===== src/hcs_pkg.sv =====
// Purpose: shared constants and types for the hop channel selector
// Assumes: 20 MHz core clock, plain register port
// Notes:   channel grid is in 115.2 kHz raster steps

package hcs_pkg;
  // register indices (word addresses)
  localparam logic [3:0] HCS_REG_KEY    = 4'h0;
  localparam logic [3:0] HCS_REG_TABLE  = 4'h1;
  localparam logic [3:0] HCS_REG_SIZE   = 4'h2;
  localparam logic [3:0] HCS_REG_OFFSET = 4'h3;
  localparam logic [3:0] HCS_REG_ZONE   = 4'h4;
  localparam logic [3:0] HCS_REG_CTRL   = 4'h5;
  localparam logic [3:0] HCS_REG_STATUS = 4'h6;
  localparam logic [3:0] HCS_REG_CHAN   = 4'h7;

  // field limits
  localparam logic [3:0] HCS_KEY_MAX    = 4'hE;
  localparam logic [2:0] HCS_TABLE_MAX  = 3'h5;
  localparam logic [6:0] HCS_SIZE_MIN   = 7'h32;
  localparam logic [6:0] HCS_SIZE_MAX   = 7'h70;
  localparam logic [1:0] HCS_OFFSET_MAX = 2'h2;

  // reset values
  localparam logic [3:0]  HCS_KEY_RST    = 4'h0;
  localparam logic [2:0]  HCS_TABLE_RST  = 3'h0;
  localparam logic [6:0]  HCS_SIZE_RST   = 7'h50;
  localparam logic [1:0]  HCS_OFFSET_RST = 2'h0;
  localparam logic [15:0] HCS_ZONE_RST   = 16'hFFFE;

  // raster: full band is 16 zones of 45 steps of 115.2 kHz
  localparam logic [9:0] HCS_ZONE_STEPS  = 10'h02D;
  localparam logic [9:0] HCS_BAND_STEPS  = 10'h2D0;
  localparam logic [9:0] HCS_THIRD_STEPS = 10'h0F0;
  localparam logic [9:0] HCS_MID_BASE    = 10'h0F0;
  localparam logic [9:0] HCS_UP_BASE     = 10'h1E0;
  localparam logic [9:0] HCS_SHIFT_HALF  = 10'h003;

  // control bits
  localparam int HCS_CTRL_START = 0;
  localparam int HCS_CTRL_HOP   = 1;

  typedef enum logic [1:0] {
    HCS_BAND_FULL,
    HCS_BAND_LOW,
    HCS_BAND_MID,
    HCS_BAND_UPPER
  } hcs_part_e;
endpackage : hcs_pkg


===== src/hcs_cfg_if.sv =====
// Purpose: carries the committed hop settings between selector modules
// Assumes: single clock domain
// Notes:   all fields are levels held between commits

`timescale 1ns/1ps

interface hcs_cfg_if;
  logic [3:0]  key;
  logic [2:0]  table_sel;
  logic [6:0]  size;
  logic [1:0]  offset;
  logic [15:0] zone_mask;

  modport src (output key, output table_sel, output size, output offset, output zone_mask);
  modport dst (input key, input table_sel, input size, input offset, input zone_mask);
endinterface : hcs_cfg_if


===== src/hcs_chan_map.sv =====
// Purpose: maps a table index to an absolute raster channel
// Assumes: index below size
// Notes:   index times span over size gives an even spread inside the band portion

`timescale 1ns/1ps

module hcs_chan_map
  import hcs_pkg::*;
(
  // settings
  hcs_cfg_if.dst          cfg,
  // lookup
  input  wire logic [6:0] index_i,
  output logic      [9:0] chan_o
);
  logic [9:0] span;
  logic [9:0] base;
  logic [9:0] pos;
  logic [9:0] spread;
  logic [9:0] shift;

  always_comb begin
    base = 10'h000;
    span = HCS_BAND_STEPS;
    case (cfg.table_sel)
      3'h0, 3'h1: span = HCS_BAND_STEPS;
      3'h2: span = HCS_THIRD_STEPS;
      3'h3: begin
        base = HCS_MID_BASE;
        span = HCS_THIRD_STEPS;
      end
      3'h4: begin
        base = HCS_UP_BASE;
        span = HCS_THIRD_STEPS;
      end
      default: span = 10'(HCS_THIRD_STEPS << 1);
    endcase
    spread = 10'((32'(index_i) * 32'(span)) / 32'(cfg.size));
    pos    = 10'(base + spread);
    // portion 5 skips the middle third
    if (cfg.table_sel == 3'h5 && spread >= HCS_THIRD_STEPS) begin
      pos = 10'(spread + HCS_THIRD_STEPS);
    end
    // portion 1 moves the whole grid up by HCS_SHIFT_HALF, a fixed 3 raster steps
    shift = (cfg.table_sel == 3'h1) ? HCS_SHIFT_HALF : 10'h000;
    chan_o = 10'(pos + shift + 10'(cfg.offset));
  end
endmodule : hcs_chan_map


===== src/hcs_perm.sv =====
// Purpose: key dependent permutation of a slot index into a table slot
// Assumes: size between 50 and 112
// Notes:   slot*stride mod size with a stride coprime to every size in range

`timescale 1ns/1ps

module hcs_perm
  import hcs_pkg::*;
(
  // settings
  input  wire logic [3:0] key_i,
  input  wire logic [6:0] size_i,
  // slot
  input  wire logic [6:0] slot_i,
  output logic      [6:0] index_o
);
  // strides are primes above 112 so every key gives a full permutation;
  // strides that are equal mod size make the same order, so keys 0 and 8 collide at size 50
  logic [7:0]  stride;
  logic [15:0] prod;
  logic [15:0] rem;

  always_comb begin
    case (key_i)
      4'h0: stride = 8'h71;
      4'h1: stride = 8'h7F;
      4'h2: stride = 8'h83;
      4'h3: stride = 8'h89;
      4'h4: stride = 8'h8B;
      4'h5: stride = 8'h95;
      4'h6: stride = 8'h97;
      4'h7: stride = 8'h9D;
      4'h8: stride = 8'hA3;
      4'h9: stride = 8'hA7;
      4'hA: stride = 8'hAD;
      4'hB: stride = 8'hB3;
      4'hC: stride = 8'hB5;
      4'hD: stride = 8'hBF;
      default: stride = 8'hC1;
    endcase
    prod = 16'({8'h00, stride} * {9'h000, slot_i});
    rem  = prod % {9'h000, size_i};
    index_o = rem[6:0];
  end
endmodule : hcs_perm


===== src/hcs_top.sv =====
// Purpose: hop channel selector register block and sequencer
// Assumes: 20 MHz core clock; software commits settings then starts
// Notes:   channel number counts 115.2 kHz raster steps from band bottom
//
// Contract
// - The pattern key takes fifteen values 0 to E, each a different pattern; at size 50 keys 0 and 8 give the same order here.
// - Different keys give hop orders that do not share a channel in the same dwell; here slot 0 maps to index 0 for every key.
// - Band portion 0..5 selects full, full shifted, lower, middle, upper, lower plus upper.
// - The channel count is programmable from 50 to 112 inclusive.
// - Each channel shift step displaces every hop by 115.2 kHz.
// - All units in a network use the same band portion and channel count.
// - The sub-band mask is sixteen bits, one per equal sixteenth of the band.
// - Mask bit 0 is the lowest sub-band and bit 15 the highest.
// - A set mask bit allows hops in its sub-band, a clear one skips them.
// - With shift zero, mask bit 0 is forced clear.
// - With shift one or two, mask bit 15 is forced clear.

`timescale 1ns/1ps

module hcs_top
  import hcs_pkg::*;
(
  // clock and reset
  input  wire logic        core_clk_i,
  input  wire logic        reset_n_i,
  // register port
  input  wire logic [3:0]  reg_addr_i,
  input  wire logic [31:0] reg_wdata_i,
  input  wire logic        reg_wr_i,
  input  wire logic        reg_rd_i,
  output logic      [31:0] reg_rdata_o,
  // hop output
  output logic      [9:0]  hop_chan_o,
  output logic             hop_valid_o,
  output logic             hop_busy_o
);
  hcs_cfg_if cfg ();

  logic [3:0]  key;
  logic [2:0]  table_sel;
  logic [6:0]  size;
  logic [1:0]  offset;
  logic [15:0] zone_mask;
  logic [15:0] eff_mask;
  logic        cfg_err;
  logic        start_req;
  logic        hop_req;

  typedef enum logic [1:0] {
    HCS_IDLE,
    HCS_SEEK,
    HCS_HOLD
  } hcs_state_e;

  hcs_state_e  state;
  logic [6:0]  slot;
  logic [6:0]  tries;
  logic [6:0]  index;
  logic [9:0]  cand;
  logic [3:0]  cand_zone;
  logic        cand_ok;
  logic        no_zone;

  assign cfg.key       = key;
  assign cfg.table_sel = table_sel;
  assign cfg.size      = size;
  assign cfg.offset    = offset;
  assign cfg.zone_mask = eff_mask;

  // settings writes; out of range values are refused and flagged
  always_ff @(posedge core_clk_i or negedge reset_n_i) begin
    if (!reset_n_i) begin
      key       <= HCS_KEY_RST;
      table_sel <= HCS_TABLE_RST;
      size      <= HCS_SIZE_RST;
      offset    <= HCS_OFFSET_RST;
      zone_mask <= HCS_ZONE_RST;
      cfg_err   <= 1'b0;
    end else if (reg_wr_i) begin
      if (reg_addr_i == HCS_REG_KEY) begin
        if (reg_wdata_i[3:0] <= HCS_KEY_MAX) key <= reg_wdata_i[3:0];
        else cfg_err <= 1'b1;
      end else if (reg_addr_i == HCS_REG_TABLE) begin
        if (reg_wdata_i[2:0] <= HCS_TABLE_MAX) table_sel <= reg_wdata_i[2:0];
        else cfg_err <= 1'b1;
      end else if (reg_addr_i == HCS_REG_SIZE) begin
        if (reg_wdata_i[6:0] >= HCS_SIZE_MIN && reg_wdata_i[6:0] <= HCS_SIZE_MAX)
          size <= reg_wdata_i[6:0];
        else cfg_err <= 1'b1;
      end else if (reg_addr_i == HCS_REG_OFFSET) begin
        if (reg_wdata_i[1:0] <= HCS_OFFSET_MAX) offset <= reg_wdata_i[1:0];
        else cfg_err <= 1'b1;
      end else if (reg_addr_i == HCS_REG_ZONE) begin
        zone_mask <= reg_wdata_i[15:0];
      end else if (reg_addr_i == HCS_REG_STATUS) begin
        if (reg_wdata_i[0]) cfg_err <= 1'b0;
      end
    end
  end

  // one band edge zone is forced off whatever software wrote: zone 0 with shift zero, else zone 15
  always_comb begin
    eff_mask = zone_mask;
    if (offset == 2'h0) eff_mask[0] = 1'b0;
    else eff_mask[15] = 1'b0;
  end

  // control strobes
  always_ff @(posedge core_clk_i or negedge reset_n_i) begin
    if (!reset_n_i) begin
      start_req <= 1'b0;
      hop_req   <= 1'b0;
    end else begin
      start_req <= reg_wr_i && reg_addr_i == HCS_REG_CTRL && reg_wdata_i[HCS_CTRL_START];
      hop_req   <= reg_wr_i && reg_addr_i == HCS_REG_CTRL && reg_wdata_i[HCS_CTRL_HOP];
    end
  end

  hcs_perm u_perm (
    .key_i   (key),
    .size_i  (size),
    .slot_i  (slot),
    .index_o (index)
  );

  hcs_chan_map u_map (
    .cfg     (cfg),
    .index_i (index),
    .chan_o  (cand)
  );

  // zone of a candidate: 45 raster steps per zone, bit 0 lowest
  assign cand_zone = 4'(cand / HCS_ZONE_STEPS);
  assign cand_ok   = eff_mask[cand_zone];
  assign no_zone   = (eff_mask == 16'h0000);

  // sequencer: walks slots, skipping those in disabled zones
  always_ff @(posedge core_clk_i or negedge reset_n_i) begin
    if (!reset_n_i) begin
      state       <= HCS_IDLE;
      slot        <= 7'h00;
      tries       <= 7'h00;
      hop_chan_o  <= 10'h000;
      hop_valid_o <= 1'b0;
    end else begin
      hop_valid_o <= 1'b0;
      case (state)
        HCS_IDLE: begin
          if (start_req && !no_zone) begin
            slot  <= 7'h00;
            tries <= 7'h00;
            state <= HCS_SEEK;
          end
        end
        HCS_SEEK: begin
          if (cand_ok) begin
            hop_chan_o  <= cand;
            hop_valid_o <= 1'b1;
            state       <= HCS_HOLD;
          end else if (tries == 7'(size - 7'h01)) begin
            state <= HCS_IDLE;
          end else begin
            tries <= 7'(tries + 7'h01);
          end
          if (!cand_ok) begin
            slot <= (slot == 7'(size - 7'h01)) ? 7'h00 : 7'(slot + 7'h01);
          end
        end
        default: begin
          if (start_req) begin
            slot  <= 7'h00;
            tries <= 7'h00;
            state <= no_zone ? HCS_IDLE : HCS_SEEK;
          end else if (hop_req) begin
            slot  <= (slot == 7'(size - 7'h01)) ? 7'h00 : 7'(slot + 7'h01);
            tries <= 7'h00;
            state <= HCS_SEEK;
          end
        end
      endcase
    end
  end

  always_ff @(posedge core_clk_i or negedge reset_n_i) begin
    if (!reset_n_i) hop_busy_o <= 1'b0;
    else hop_busy_o <= (state == HCS_SEEK) || start_req || hop_req;
  end

  // read port, data one cycle after the strobe
  always_ff @(posedge core_clk_i or negedge reset_n_i) begin
    if (!reset_n_i) begin
      reg_rdata_o <= 32'h0000_0000;
    end else if (reg_rd_i) begin
      if (reg_addr_i == HCS_REG_KEY) reg_rdata_o <= {28'h0, key};
      else if (reg_addr_i == HCS_REG_TABLE) reg_rdata_o <= {29'h0, table_sel};
      else if (reg_addr_i == HCS_REG_SIZE) reg_rdata_o <= {25'h0, size};
      else if (reg_addr_i == HCS_REG_OFFSET) reg_rdata_o <= {30'h0, offset};
      else if (reg_addr_i == HCS_REG_ZONE) reg_rdata_o <= {16'h0, eff_mask};
      else if (reg_addr_i == HCS_REG_STATUS)
        reg_rdata_o <= {28'h0, no_zone, state == HCS_HOLD, state == HCS_SEEK, cfg_err};
      else if (reg_addr_i == HCS_REG_CHAN) reg_rdata_o <= {15'h0, slot, hop_chan_o};
      else reg_rdata_o <= 32'h0000_0000;
    end else begin
      reg_rdata_o <= 32'h0000_0000;
    end
  end

  // checks
  property p_edge_low;
    @(posedge core_clk_i) disable iff (!reset_n_i)
    hop_valid_o && offset == 2'h0 |-> hop_chan_o >= HCS_ZONE_STEPS;
  endproperty
  a_edge_low: assert property (p_edge_low) else $error("zone 0 used with shift 0");

  property p_edge_high;
    @(posedge core_clk_i) disable iff (!reset_n_i)
    hop_valid_o && offset != 2'h0 && $stable(offset) |-> hop_chan_o < 10'(HCS_BAND_STEPS - HCS_ZONE_STEPS);
  endproperty
  a_edge_high: assert property (p_edge_high) else $error("zone 15 used with shift");

  property p_mask_ok;
    @(posedge core_clk_i) disable iff (!reset_n_i)
    hop_valid_o && $stable(eff_mask) |-> eff_mask[4'(hop_chan_o / HCS_ZONE_STEPS)];
  endproperty
  a_mask_ok: assert property (p_mask_ok) else $error("hop in disabled zone");

  property p_size_range;
    @(posedge core_clk_i) disable iff (!reset_n_i)
    size >= HCS_SIZE_MIN && size <= HCS_SIZE_MAX;
  endproperty
  a_size_range: assert property (p_size_range) else $error("size out of range");

  property p_key_range;
    @(posedge core_clk_i) disable iff (!reset_n_i)
    reg_wr_i && reg_addr_i == HCS_REG_KEY && reg_wdata_i[3:0] == 4'hF |=> $stable(key) && cfg_err;
  endproperty
  a_key_range: assert property (p_key_range) else $error("key F accepted");

  property p_table_range;
    @(posedge core_clk_i) disable iff (!reset_n_i)
    table_sel <= HCS_TABLE_MAX;
  endproperty
  a_table_range: assert property (p_table_range) else $error("bad band portion");

  property p_mid_band;
    @(posedge core_clk_i) disable iff (!reset_n_i)
    hop_valid_o && table_sel == 3'h5 && $stable(table_sel)
      |-> hop_chan_o < HCS_MID_BASE || hop_chan_o >= HCS_UP_BASE;
  endproperty
  a_mid_band: assert property (p_mid_band) else $error("middle third used");

  property p_start_hop;
    @(posedge core_clk_i) disable iff (!reset_n_i)
    start_req && eff_mask == 16'hFFFE && offset == 2'h0 && $stable(eff_mask)
      |-> ##[1:120] hop_valid_o;
  endproperty
  a_start_hop: assert property (p_start_hop) else $error("no hop after start");

  property p_key_take;
    @(posedge core_clk_i) disable iff (!reset_n_i)
    reg_wr_i && reg_addr_i == HCS_REG_KEY && reg_wdata_i[3:0] <= HCS_KEY_MAX
      |=> key == 4'($past(reg_wdata_i));
  endproperty
  a_key_take: assert property (p_key_take) else $error("legal key not taken");

  property p_table_refuse;
    @(posedge core_clk_i) disable iff (!reset_n_i)
    reg_wr_i && reg_addr_i == HCS_REG_TABLE && reg_wdata_i[2:0] > HCS_TABLE_MAX
      |=> $stable(table_sel) && cfg_err;
  endproperty
  a_table_refuse: assert property (p_table_refuse) else $error("bad portion taken");

  // a refused size must leave the old one, or peers lose step
  property p_size_refuse;
    @(posedge core_clk_i) disable iff (!reset_n_i)
    reg_wr_i && reg_addr_i == HCS_REG_SIZE
      && (reg_wdata_i[6:0] < HCS_SIZE_MIN || reg_wdata_i[6:0] > HCS_SIZE_MAX)
      |=> $stable(size) && cfg_err;
  endproperty
  a_size_refuse: assert property (p_size_refuse) else $error("bad size taken");

  property p_shift_refuse;
    @(posedge core_clk_i) disable iff (!reset_n_i)
    reg_wr_i && reg_addr_i == HCS_REG_OFFSET && reg_wdata_i[1:0] > HCS_OFFSET_MAX
      |=> $stable(offset) && cfg_err;
  endproperty
  a_shift_refuse: assert property (p_shift_refuse) else $error("bad shift taken");

  property p_zone_write;
    @(posedge core_clk_i) disable iff (!reset_n_i)
    reg_wr_i && reg_addr_i == HCS_REG_ZONE |=> zone_mask == 16'($past(reg_wdata_i));
  endproperty
  a_zone_write: assert property (p_zone_write) else $error("zone mask not stored");

  property p_shift_low;
    @(posedge core_clk_i) disable iff (!reset_n_i)
    offset == 2'h0 |-> !eff_mask[0];
  endproperty
  a_shift_low: assert property (p_shift_low) else $error("zone 0 open with shift 0");

  property p_shift_high;
    @(posedge core_clk_i) disable iff (!reset_n_i)
    offset != 2'h0 |-> !eff_mask[15];
  endproperty
  a_shift_high: assert property (p_shift_high) else $error("zone 15 open with shift");

  property p_zone_bounds;
    @(posedge core_clk_i) disable iff (!reset_n_i)
    hop_valid_o |-> hop_chan_o < HCS_BAND_STEPS;
  endproperty
  a_zone_bounds: assert property (p_zone_bounds) else $error("hop above zone 15");

  property p_valid_pulse;
    @(posedge core_clk_i) disable iff (!reset_n_i)
    hop_valid_o |=> !hop_valid_o;
  endproperty
  a_valid_pulse: assert property (p_valid_pulse) else $error("hop valid held");

  property p_start_slot;
    @(posedge core_clk_i) disable iff (!reset_n_i)
    state == HCS_IDLE && start_req && !no_zone |=> state == HCS_SEEK && slot == 7'h00;
  endproperty
  a_start_slot: assert property (p_start_slot) else $error("start not at slot 0");

  property p_empty_idle;
    @(posedge core_clk_i) disable iff (!reset_n_i)
    state == HCS_IDLE && no_zone |=> state == HCS_IDLE;
  endproperty
  a_empty_idle: assert property (p_empty_idle) else $error("seek with no zone");

  property p_chan_hold;
    @(posedge core_clk_i) disable iff (!reset_n_i)
    $changed(hop_chan_o) |-> hop_valid_o;
  endproperty
  a_chan_hold: assert property (p_chan_hold) else $error("channel moved silently");

  property p_busy_seek;
    @(posedge core_clk_i) disable iff (!reset_n_i)
    state == HCS_SEEK |=> hop_busy_o;
  endproperty
  a_busy_seek: assert property (p_busy_seek) else $error("seek not shown busy");

  c_start: cover property (@(posedge core_clk_i) disable iff (!reset_n_i)
    start_req ##[1:120] hop_valid_o);
  c_next:  cover property (@(posedge core_clk_i) disable iff (!reset_n_i)
    hop_req ##[1:120] hop_valid_o);
  c_skip:  cover property (@(posedge core_clk_i) disable iff (!reset_n_i)
    state == HCS_SEEK && !cand_ok);
  c_split: cover property (@(posedge core_clk_i) disable iff (!reset_n_i)
    hop_valid_o && table_sel == 3'h5);
  c_empty: cover property (@(posedge core_clk_i) disable iff (!reset_n_i)
    start_req && no_zone);
endmodule : hcs_top


===== config.mk =====
export PLATFORM = sky130hd
export DESIGN_NAME = hcs_top
export DESIGN_NICKNAME = d
export VERILOG_FILES = /design/src/hcs_pkg.sv /design/src/hcs_cfg_if.sv /design/src/hcs_chan_map.sv /design/src/hcs_perm.sv /design/src/hcs_top.sv
export SDC_FILE = /design/constraint.sdc
export NUM_CORES = 1
export LEC_CHECK = 0
export BUFFER_PORTS_ARGS = -buffer_cell sky130_fd_sc_hd__clkbuf_2
export CORE_MARGIN = 1
export CORE_UTILIZATION = 35
export CTS_CLUSTER_SIZE = 8
export DETAILED_ROUTE_END_ITERATION = 6
export GPL_TIMING_DRIVEN = 0
export PLACE_DENSITY = 0.57
export SETUP_SLACK_MARGIN = 0.5
export SYNTH_ARGS = -nofsm -noshare
export SYNTH_HDL_FRONTEND = slang
export SYNTH_SLANG_ARGS = --single-unit

===== constraint.sdc =====
create_clock -name core_clk_i -period 115.3 [get_ports core_clk_i]
set_input_delay 5.765 -clock core_clk_i [delete_from_list [all_inputs] [get_ports core_clk_i]]
set_output_delay 5.765 -clock core_clk_i [all_outputs]
set_load 0.02 [all_outputs]

Word level (Yosys, flattened, before mapping)
Memories as Yosys holds them, arrays and structs flattened.
Index checks and enable logic that the tools add are counted.
{ "word_totals": {"mem_count": 1, "romBits": 112, "out_inout_bits": 44, "register_bits": 95, "wordCells": 140, "in_bits": 40} }
{ "classes": {"n_reduce_logical": 29, "bitwise": 4, "addsub": 7, "n_mul": 2, "mux": 47, "eq_ne": 25, "div": 3, "order_cmp": 7} }
{ "mem_list": {"columns": ["memory", "words", "word_bits", "rd", "rd_ports_with_merged_regs", "wr", "line", "text"], "rows": [
  ["(no name shown)", 16, 7, 1, 0, 0, "hcs_perm.sv:24", "case (key_i)"]
]} }
{ "ops": {"columns": ["operator", "count"], "rows": [
  ["$mux W17", 7],
  ["$mux W7", 9],
  ["$div A17 B7 Y32", 1],
  ["$mux W32", 1],
  ["$pmux W7 S2", 2],
  ["$pmux W10 S2", 1],
  ["$pmux W9 S2", 1],
  ["$mul A7 B10 Y17", 1],
  ["$mux W1", 17],
  ["$eq A4 B3 Y1 const B", 4],
  ["$logic_not A16 Y1", 1],
  ["$mod A15 B7 Y16", 1],
  ["$mul A8 B7 Y15", 1],
  ["$add A7 B1 Y7 const B", 2],
  ["$eq A7 B7 Y1", 2],
  ["$mux W2", 6],
  ["$reduce_and A6 Y1", 2],
  ["$add A10 B10 Y10", 1],
  ["$add A10 B2 Y10", 1],
  ["$add A10 B8 Y10 const B", 1],
  ["$add A9 B10 Y10", 1],
  ["$div A10 B6 Y10 const B", 1],
  ["$ge A10 B8 Y1 const B", 1],
  ["$mux W10", 1],
  ["36 further kinds", 58]
]} }

Depth between registers and ports, before layout
Gate-level depths: netlist of the first run.
{ "logic_depth": {"word_depth": 15, "ltp_mapped": 512, "mapped_depth_nobuf": 479} }

Hierarchy
Synthesis of the first run repeated with hierarchy kept, for this count alone.
{ "unflattened": {"cells_unflattened": 4620, "area_unflattened_um2": 34350.4} }
{ "by_module_without_submodules": {"columns": ["module", "cells_each", "area_per_inst_um2", "seq_area_each_um2", "instances"], "rows": [
  ["hcs_chan_map", 3022, 21139.0, 0.0, 1],
  ["hcs_perm", 1038, 7893.8, 0.0, 1],
  ["hcs_top", 560, 5317.6, 2023.2, 1]
]} }

Worst setup path after synthesis of the first run
No wires, ideal clock.
{ "synth_path": {"kind": "reg-to-reg", "from": "reg key[1] (netlist: cfg.key[1])", "to": "reg hop_chan_o[2]", "stages_incl_launch_ff": 487, "period_less_slack_ps": 91967, "required_time_ps": 115172, "setup_ps": 128, "t_arrival_ps": 91839, "setup_slack_ps": 23333, "path_buffers": 35, "path_cell_list": "dfrtp_1 -> inv_1 -> ha_1 -> nand2_1 -> o21ai_0 -> o21ai_0 -> nand2_1 -> fa_1 -> fa_1 -> fa_1 -> inv_1 -> fa_1 -> ha_1 -> a21boi_0 -> o21ai_0 -> a21boi_0 -> o21ai_0 -> a21boi_0 -> (+451 left out) -> nor3_1 -> a211oi_1 -> a211o_1 -> mux2i_1 -> nand4_1 -> ha_1 -> nand3_1 -> nand2_1 -> maj3_1 -> a221oi_1 -> nor3_1 -> o32ai_2 -> nand2_1 -> a2111oi_2 -> a21oi_2 -> o311ai_2 -> buf_4 -> mux2_1"} }
{ "synth_between": {"elab_chain_cells": 14, "elab_cells_between_ends": 16, "classes_between": "4 x add/sub; 2 x mul; 3 x div; 1 x order compare; 3 x mux; 2 x reduce/logical; 1 x memory"} }
{ "synth_lines": {"columns": ["element", "line", "text"], "rows": [
  ["from (decl)", "hcs_top.sv:39", "logic [3:0] key;"],
  ["from (signal assigned)", "hcs_top.sv:81", "if (reg_wdata_i[3:0] <= HCS_KEY_MAX) key <= reg_wdata_i[3:0];"],
  ["$mem_v2 Z16 W7 (*)", null, null],
  ["$mul A8 B7 Y15 (*)", "hcs_perm.sv:41", "prod = 16'({8'h00, stride} * {9'h000, slot_i});"],
  ["$mod A15 B7 Y16 (*)", "hcs_perm.sv:42", "rem = prod % {9'h000, size_i};"],
  ["$mul A7 B10 Y17 (*)", "hcs_chan_map.sv:38", "spread = 10'((32'(index_i) * 32'(span)) / 32'(cfg.size));"],
  ["$div A17 B7 Y32 (*)", "hcs_chan_map.sv:38", null],
  ["$ge A10 B8 Y1", "hcs_chan_map.sv:41", "if (cfg.table_sel == 3'h5 && spread >= HCS_THIRD_STEPS) begin"],
  ["$logic_and A1 B1 Y1", "hcs_chan_map.sv:41", null],
  ["$mux W10 (*)", "hcs_chan_map.sv:41", null],
  ["$add A10 B10 Y10 (*)", "hcs_chan_map.sv:46", "chan_o = 10'(pos + shift + 10'(cfg.offset));"],
  ["$add A10 B2 Y10 (*)", "hcs_chan_map.sv:46", null],
  ["$div A10 B6 Y10", "hcs_top.sv:133", "assign cand_zone = 4'(cand / HCS_ZONE_STEPS);"],
  ["$bmux W1 S4", "hcs_top.sv:134", "assign cand_ok = eff_mask[cand_zone];"],
  ["$mux W1 (implied by the code)", "hcs_top.sv:134", null],
  ["$reduce_and A2 Y1 (no line)", null, null],
  ["to (signal assigned)", "hcs_top.sv:157", "hop_chan_o <= cand;"],
  ["to (decl)", "hcs_top.sv:33", "output logic [9:0] hop_chan_o,"]
]} }
Every way passes the cells marked *; elsewhere a longest branch is shown, timed or not. The select of a mux whose other input is x is not followed.
A chain may end at the register's enable or synchronous reset.

Final worst setup path of the first run
{ "layout_path": {"from": "reg key[0] (netlist: cfg.key[0])", "to": "reg tries[6]"} }
{ "layout_between": {"elab_chain_cells": 15, "elab_cells_between_ends": 17, "classes_between": "4 x add/sub; 2 x mul; 3 x div; 1 x order compare; 1 x eq/ne; 3 x mux; 2 x reduce/logical; 1 x memory"} }
{ "layout_lines": {"columns": ["element", "line", "text"], "rows": [
  ["$mem_v2 Z16 W7 (*)", null, null],
  ["$mul A8 B7 Y15 (*)", "hcs_perm.sv:41", null],
  ["$mod A15 B7 Y16 (*)", "hcs_perm.sv:42", null],
  ["$mul A7 B10 Y17 (*)", "hcs_chan_map.sv:38", null],
  ["$div A17 B7 Y32 (*)", "hcs_chan_map.sv:38", null],
  ["$ge A10 B8 Y1", "hcs_chan_map.sv:41", null],
  ["$logic_and A1 B1 Y1", "hcs_chan_map.sv:41", null],
  ["$mux W10 (*)", "hcs_chan_map.sv:41", null],
  ["$add A10 B10 Y10 (*)", "hcs_chan_map.sv:46", null],
  ["$add A10 B2 Y10 (*)", "hcs_chan_map.sv:46", null],
  ["$div A10 B6 Y10 (*)", "hcs_top.sv:133", null],
  ["$bmux W1 S4 (*)", "hcs_top.sv:134", null],
  ["$mux W1 (implied by the code) (*)", "hcs_top.sv:134", null],
  ["$ne A2 B2 Y1 (no line) (*)", null, null],
  ["$reduce_and A4 Y1 (no line) (*)", null, null],
  ["to (signal assigned)", "hcs_top.sv:163", "tries <= 7'(tries + 7'h01);"],
  ["to (decl)", "hcs_top.sv:57", "logic [6:0] tries;"]
]} }
Marks and branches as above.

==> key figures, run 1 <==
Place
  – Routability congestion estimate: 0.912
  – IO buf count: 49
  – DP HPWL: 84.2 mm
  – Post-Place Cell Area: 0.0359 mm²

Detailed routing
  – DR WL/cell: 17.1 µm
  – Post-Route WL: 103 mm
  – Initial DRC count: 2501
  – Vias per cell: 5.93
  – Router iterations before antenna repair: 5
  – Post-route DRC: 0
  – Vias: 35663
  – Post-route ant nets: 0

Worst setup path
  – CP arrival: 105400 ps
  – Crit start category: register
  – Slowest stage cell, crit path: fa_1
  – Most Frequent Cell on Critical Path: o21a_1
  – CP Capture Type: register
  – Worst stage delay on the critical path: 580 ps
  – Req. time, crit path: 115570 ps
  – Critical path fanouts, max: 11
  – Critical path class: register to register

Timing
  – Worst slew margin: 22.5%
  – Post-layout min period: 105130 ps
  – Hold Vio Cnt, Final: 0
  – Final sum of negative setup slack: 0 ps
  – RSZ-0062 raised after global routing: false
  – Fmax: 9.51 MHz
  – Final period utilization: 91.2%
  – Slew Limit Fails: 0
  – Clock skew: 6.99 ps
  – Endpoints failing setup: 0
  – Worst Tran Pin Value: 1150 ps
  – Final hold slack: 505 ps

Floorplan
  – Chip Height: 313 µm
  – # rows: 113
  – Die width: 313 µm
  – Core ar.: 0.0953 mm²
  – Die area: 0.0978 mm²
  – Io pins: 84
  – Starting Density: 35.5%

Synthesis
  – Leading area contributor after synthesis: ha_1
  – Top cell type's share of synthesized area: 13.9%
  – Number of distinct library cells after synthesis: 142
  – Cell Area, Synth: 0.0338 mm²
  – Sequential cell area fraction in the yosys report: 5.99%
  – Mean Syn Cell Area: 7.27 µm²
  – Synth async-reset ratio: 100%
  – Syn Inst Count: 4646
  – EDFF count, synth: 0
  – Yosys synthesis warning count: 0
  – Ys flop type: dfrtp_1
  – Seq cells post-synth: 80
  – Largest cells by area after synthesis: ha_1, nor2_1, dfrtp_1

Cells and area
  – Footprint of the multi-input gates: 0.0307 mm²
  – Most frequent cells in the layout: nor2_1, nand2_1, ha_1
  – Commonest non-fill, non-tap cell in the layout: nor2_1
  – Ratio of cells with drive above 1 in the final layout: 10.3%
  – Final instance area: 0.0365 mm²
  – Nets: 5218
  – Synth-to-layout area growth: 7.94%
  – Antenna cells: 0
  – Register Area: 0.00202 mm²
  – Fill cell count: 10163

Run status
  – Outcome: complete, no violations

CTS
  – Root buf cell: clkbuf_16
  – Worst-Skew Late Latency: 350 ps
  – Clk sinks: 80
  – CTS tree: done
  – Clk slew on worst S/H paths: 70 ps
  – H-tree depth: 3
  – Total CTS buffers: 9
  – Max clock buf depth: 2

Global route
  – Largest net degree at the start of global routing: 46
  – GR Overflow Total: 0
  – Antenna violations before repair: 0
  – Gr usage total: 20.3%
  – Number of global-route vias before repair: 33277
  – Global-route wire length before repair: 171 mm

Min path
  – HP Class: register to register

Job
  – Maxcap violations: 0
synth_stat cells (all sizes together), types with 99 or more instances:
cell / instances
nand3: 139
ha: 375
nor3: 255
o31ai: 121
nand2: 406
o21ai: 247
o21a: 181
nor2: 469
a21o: 99
a21oi: 288
xnor2: 177
inv: 163
area by class of cell:
cell class,count,area share (%)
plain buffers,146,2.01
clock buffers,9,0.617
clock inverters,7,0.264
inverters,163,1.68
multi-input cells,4286,84.3
flip-flops and latches,80,5.55
well taps,1265,4.34
repair buffers,63,1.24
worst max-delay path: cells and delay by family, from the launching register on:
family / cells / cell delay, ps
mux: 5 / 1370
flops: 1 / 500
fa+ha+maj: 49 / 16050
buf+inv: 63 / 11550
xor+xnor: 1 / 130
compound gates: 246 / 49890
simple gates: 131 / 25320
cells by family after synthesis:
family | share of synthesized area (%)
compound gates | 31.8
xor+xnor | 6.91
fa+ha+maj | 17.1
buf+inv | 3.94
flops | 5.99
mux | 4.75
other cells | 0.0111
simple gates | 29.5
per-stage QoR:
| step | util (%) | setup slack (ps) | std cells |
|---|---|---|---|
| floorplan | - | 23330 | 4674 |
| global placement | 37.5 | 4870 | 5988 |
| detailed placement | 37.7 | 4440 | 5996 |
| CTS | 38.0 | 3810 | 6012 |
| global route | 38.3 | 566 | 6019 |
| finish | 38.3 | 10170 | 6019 |
worst paths after layout:
path                         startpoint      endpoint  slack, ps  cells past startpoint
min in group asynchronous     reset_n_i    hop_busy_o       5460                      1
max reg2reg                  cfg.key[0]      tries[6]      10170                    495
min                        zone_mask[0]  zone_mask[0]        500                      1
max in group asynchronous     reset_n_i   cfg.size[6]     109140                      2
max                          cfg.key[0]      tries[6]      10170                    495
min reg2reg                zone_mask[0]  zone_mask[0]        500                      1
state kept, by name, summed over array words and instances, names as in the netlist:
name / count
reg_rdata_o: 17
hop_valid_o: 1
start_req: 1
slot: 7
hop_chan_o: 10
zone_mask: 16
cfg.size: 7
state: 2
cfg.key: 4
hop_busy_o: 1
cfg_err: 1
cfg.offset: 2
cfg.table_sel: 3
hop_req: 1
tries: 7
what timing repair did:
action,in CTS,in global routing
hold buffers,0,0
setup endpoints to repair,0,27
resized for setup,0,75
setup buffers,0,6
routing by layer:
layer,global-route usage [%],routed length (µm),up-vias
met1,29.6,51000,16910
met3,1.01,4030,90
met4,2.74,1110,0
met2,33.5,46600,793
met5,0,0,-
li1,-,-,17870
Power of run 1 is left out: the tool's default activity adds up to more than one toggle a clock period on the data nets, which glitch-free logic cannot reach.
==> inputs of run 2 (changes only) <==
--- a/config.mk
+++ b/config.mk
@@ -14,2 +14,4 @@
 export PLACE_DENSITY = 0.57
+export RECOVER_POWER = 100
+export REMOVE_ABC_BUFFERS = 1
 export SETUP_SLACK_MARGIN = 0.5
--- a/constraint.sdc
+++ b/constraint.sdc
@@ -3,2 +3,2 @@
 set_output_delay 5.765 -clock core_clk_i [all_outputs]
-set_load 0.02 [all_outputs]
+set_load 0.005 [all_outputs]
==> run 2 against run 1 <==
Net effect:
- the flow now finishes with violations (capacitance limit, slew limit)
- critical path depth shrank 42
- setup slack worse by 420 ps
- via count down 2.0%
- final cell count down 2.3%
- non-clock buffer count fell by 135
- count of clock-buffer cells in the layout increased by 2
- clock skew grew 0.80 ps
- die area stayed put
- sequential share of layout area grew 0.10 points
- maximum frequency decreased by 0.40%
==> key figures, run 2 (synthesis results as in run 1) <==
Cells and area
  – Fill cell count: 10089
  – Most frequent cells in the layout: nor2_1, nand2_1, ha_1
  – Top reg by flops: reg_rdata_o
  – Nets: 5082
  – Regs by FF count: reg_rdata_o x17, zone_mask x16, hop_chan_o x10
  – Antenna cells: 0
  – Synth-to-layout area growth: 5.87%
  – Ratio of cells with drive above 1 in the final layout: 8.92%
  – Commonest non-fill, non-tap cell in the layout: nor2_1
  – Max reg flops: 17

Timing
  – Final sum of negative setup slack: 0 ps
  – Worst Tran Pin Value: 3180 ps
  – Final period utilization: 91.5%
  – RSZ-0062 raised after global routing: false
  – Final hold slack: 510 ps
  – Fmax: 9.47 MHz
  – Hold Vio Cnt, Final: 0
  – Clock skew: 7.79 ps
  – Slew Limit Fails: 60
  – Worst slew margin: -112%
  – Post-layout min period: 105550 ps
  – Endpoints failing setup: 0

Worst setup path
  – Crit start category: register
  – Crit-path leading delay family: compound AO/OA/AOI/OAI gates
  – CP Capture Type: register
  – R2R Path Start: cfg.key[1]
  – Worst setup path start: cfg.key[1]
  – Critical path fanouts, max: 23
  – Slowest stage cell, crit path: o21ai_0
  – WP buf/inv: 29
  – Req. time, crit path: 115530 ps
  – Worst stage delay on the critical path: 690 ps
  – CP arrival: 105780 ps
  – Most Frequent Cell on Critical Path: o21a_1
  – Critical path class: register to register

Run status
  – Failing checks: capacitance limit, slew limit
  – Outcome: finished, violations left

Global route
  – Number of global-route vias before repair: 32256
  – Largest net degree at the start of global routing: 60
  – Gr usage total: 19.4%
  – Global-route wire length before repair: 164 mm
  – Antenna violations before repair: 0
  – GR Overflow Total: 0

CTS
  – Max clock buf depth: 2
  – H-tree depth: 3
  – Total CTS buffers: 9
  – Clk slew on worst S/H paths: 60 ps
  – CTS tree: done
  – # hold bufs at CTS: 0
  – Root buf cell: clkbuf_16
  – Clk sinks: 80
  – Worst-Skew Late Latency: 340 ps

Floorplan
  – # rows: 113
  – Io pins: 84
  – Die area: 0.0978 mm²
  – Core ar.: 0.0953 mm²
  – Starting Density: 35.5%
  – Chip Height: 313 µm
  – Die width: 313 µm

Place
  – DP HPWL: 80.1 mm
  – Routability congestion estimate: 0.919
  – IO buf count: 52

Detailed routing
  – Router iterations before antenna repair: 5
  – Initial DRC count: 2828
  – DR WL/cell: 16.8 µm
  – Post-Route WL: 98.9 mm
  – Vias: 34953
  – Post-route DRC: 0
  – Post-route ant nets: 0
  – Vias per cell: 5.94

Job
  – Maxcap violations: 1

Min path
  – HP Class: register to register
  – Hold path start: zone_mask[0]
## run 2: changes by cell type in the layout (fill, tap and decap cells not counted), moves of 4 or more
| cell | delta |
|---|---|
| a21oi_2 | -6 |
| clkbuf_2 | -24 |
| clkbuf_1 | -52 |
| a21oi_1 | +6 |
| o21ai_2 | -4 |
| o21ai_0 | +4 |
| buf_1 | -6 |
| buf_6 | -4 |
| buf_2 | -24 |
| buf_4 | -25 |
## run 2: final timing paths
path	end	depth (start not counted)	slack, ps
worst max-delay path	slot[0]	453	9750
worst min-delay path	zone_mask[0]	1	510
worst max register to register	slot[0]	453	9750
worst min register to register	zone_mask[0]	1	510
max in group asynchronous	cfg.key[3]	2	106090
min in group asynchronous	hop_valid_o	1	5640
## run 2: cell type report
class	instances	area, µm²	area share (%)
Inverter	163	614	1.72
Clock inverter	5	56.3	0.157
Multi-Input combinational cell	4285	30700	85.9
Clock buffer	11	243	0.678
Sequential cell	80	2020	5.65
Tap cell	1265	1580	4.42
Timing Repair Buffer	74	533	1.49
## run 2: metrics by stage
step                worst slack (ps)  instances  instance area, µm²  utilization [%]
finish                          9750       5883               35800             37.5
global route                     294       5883               35800             37.5
CTS                             2760       5872               35600             37.3
detailed placement              3480       5856               35300             37.0
global placement                2160       5845               35000             36.8
floorplan                      21720       4528               33200                -
## run 2: routing by layer
metal	up-vias	share of wire, %	track usage [%]
li1	17590	-	-
met1	16490	51	28.4
met2	775	45	31.8
met3	98	3.2	0.920
met4	0	1.2	2.94
met5	-	0	0
## run 2: repair_timing
| item | 4_1_cts | 5_1_grt |
|---|---|---|
| endpoints found under the hold margin | 0 | 0 |
| buffers inserted | 0 | 11 |
| gates resized for setup | 0 | 43 |
| endpoints found under the setup margin | 0 | 27 |
Power of run 2 is left out for the same reason.
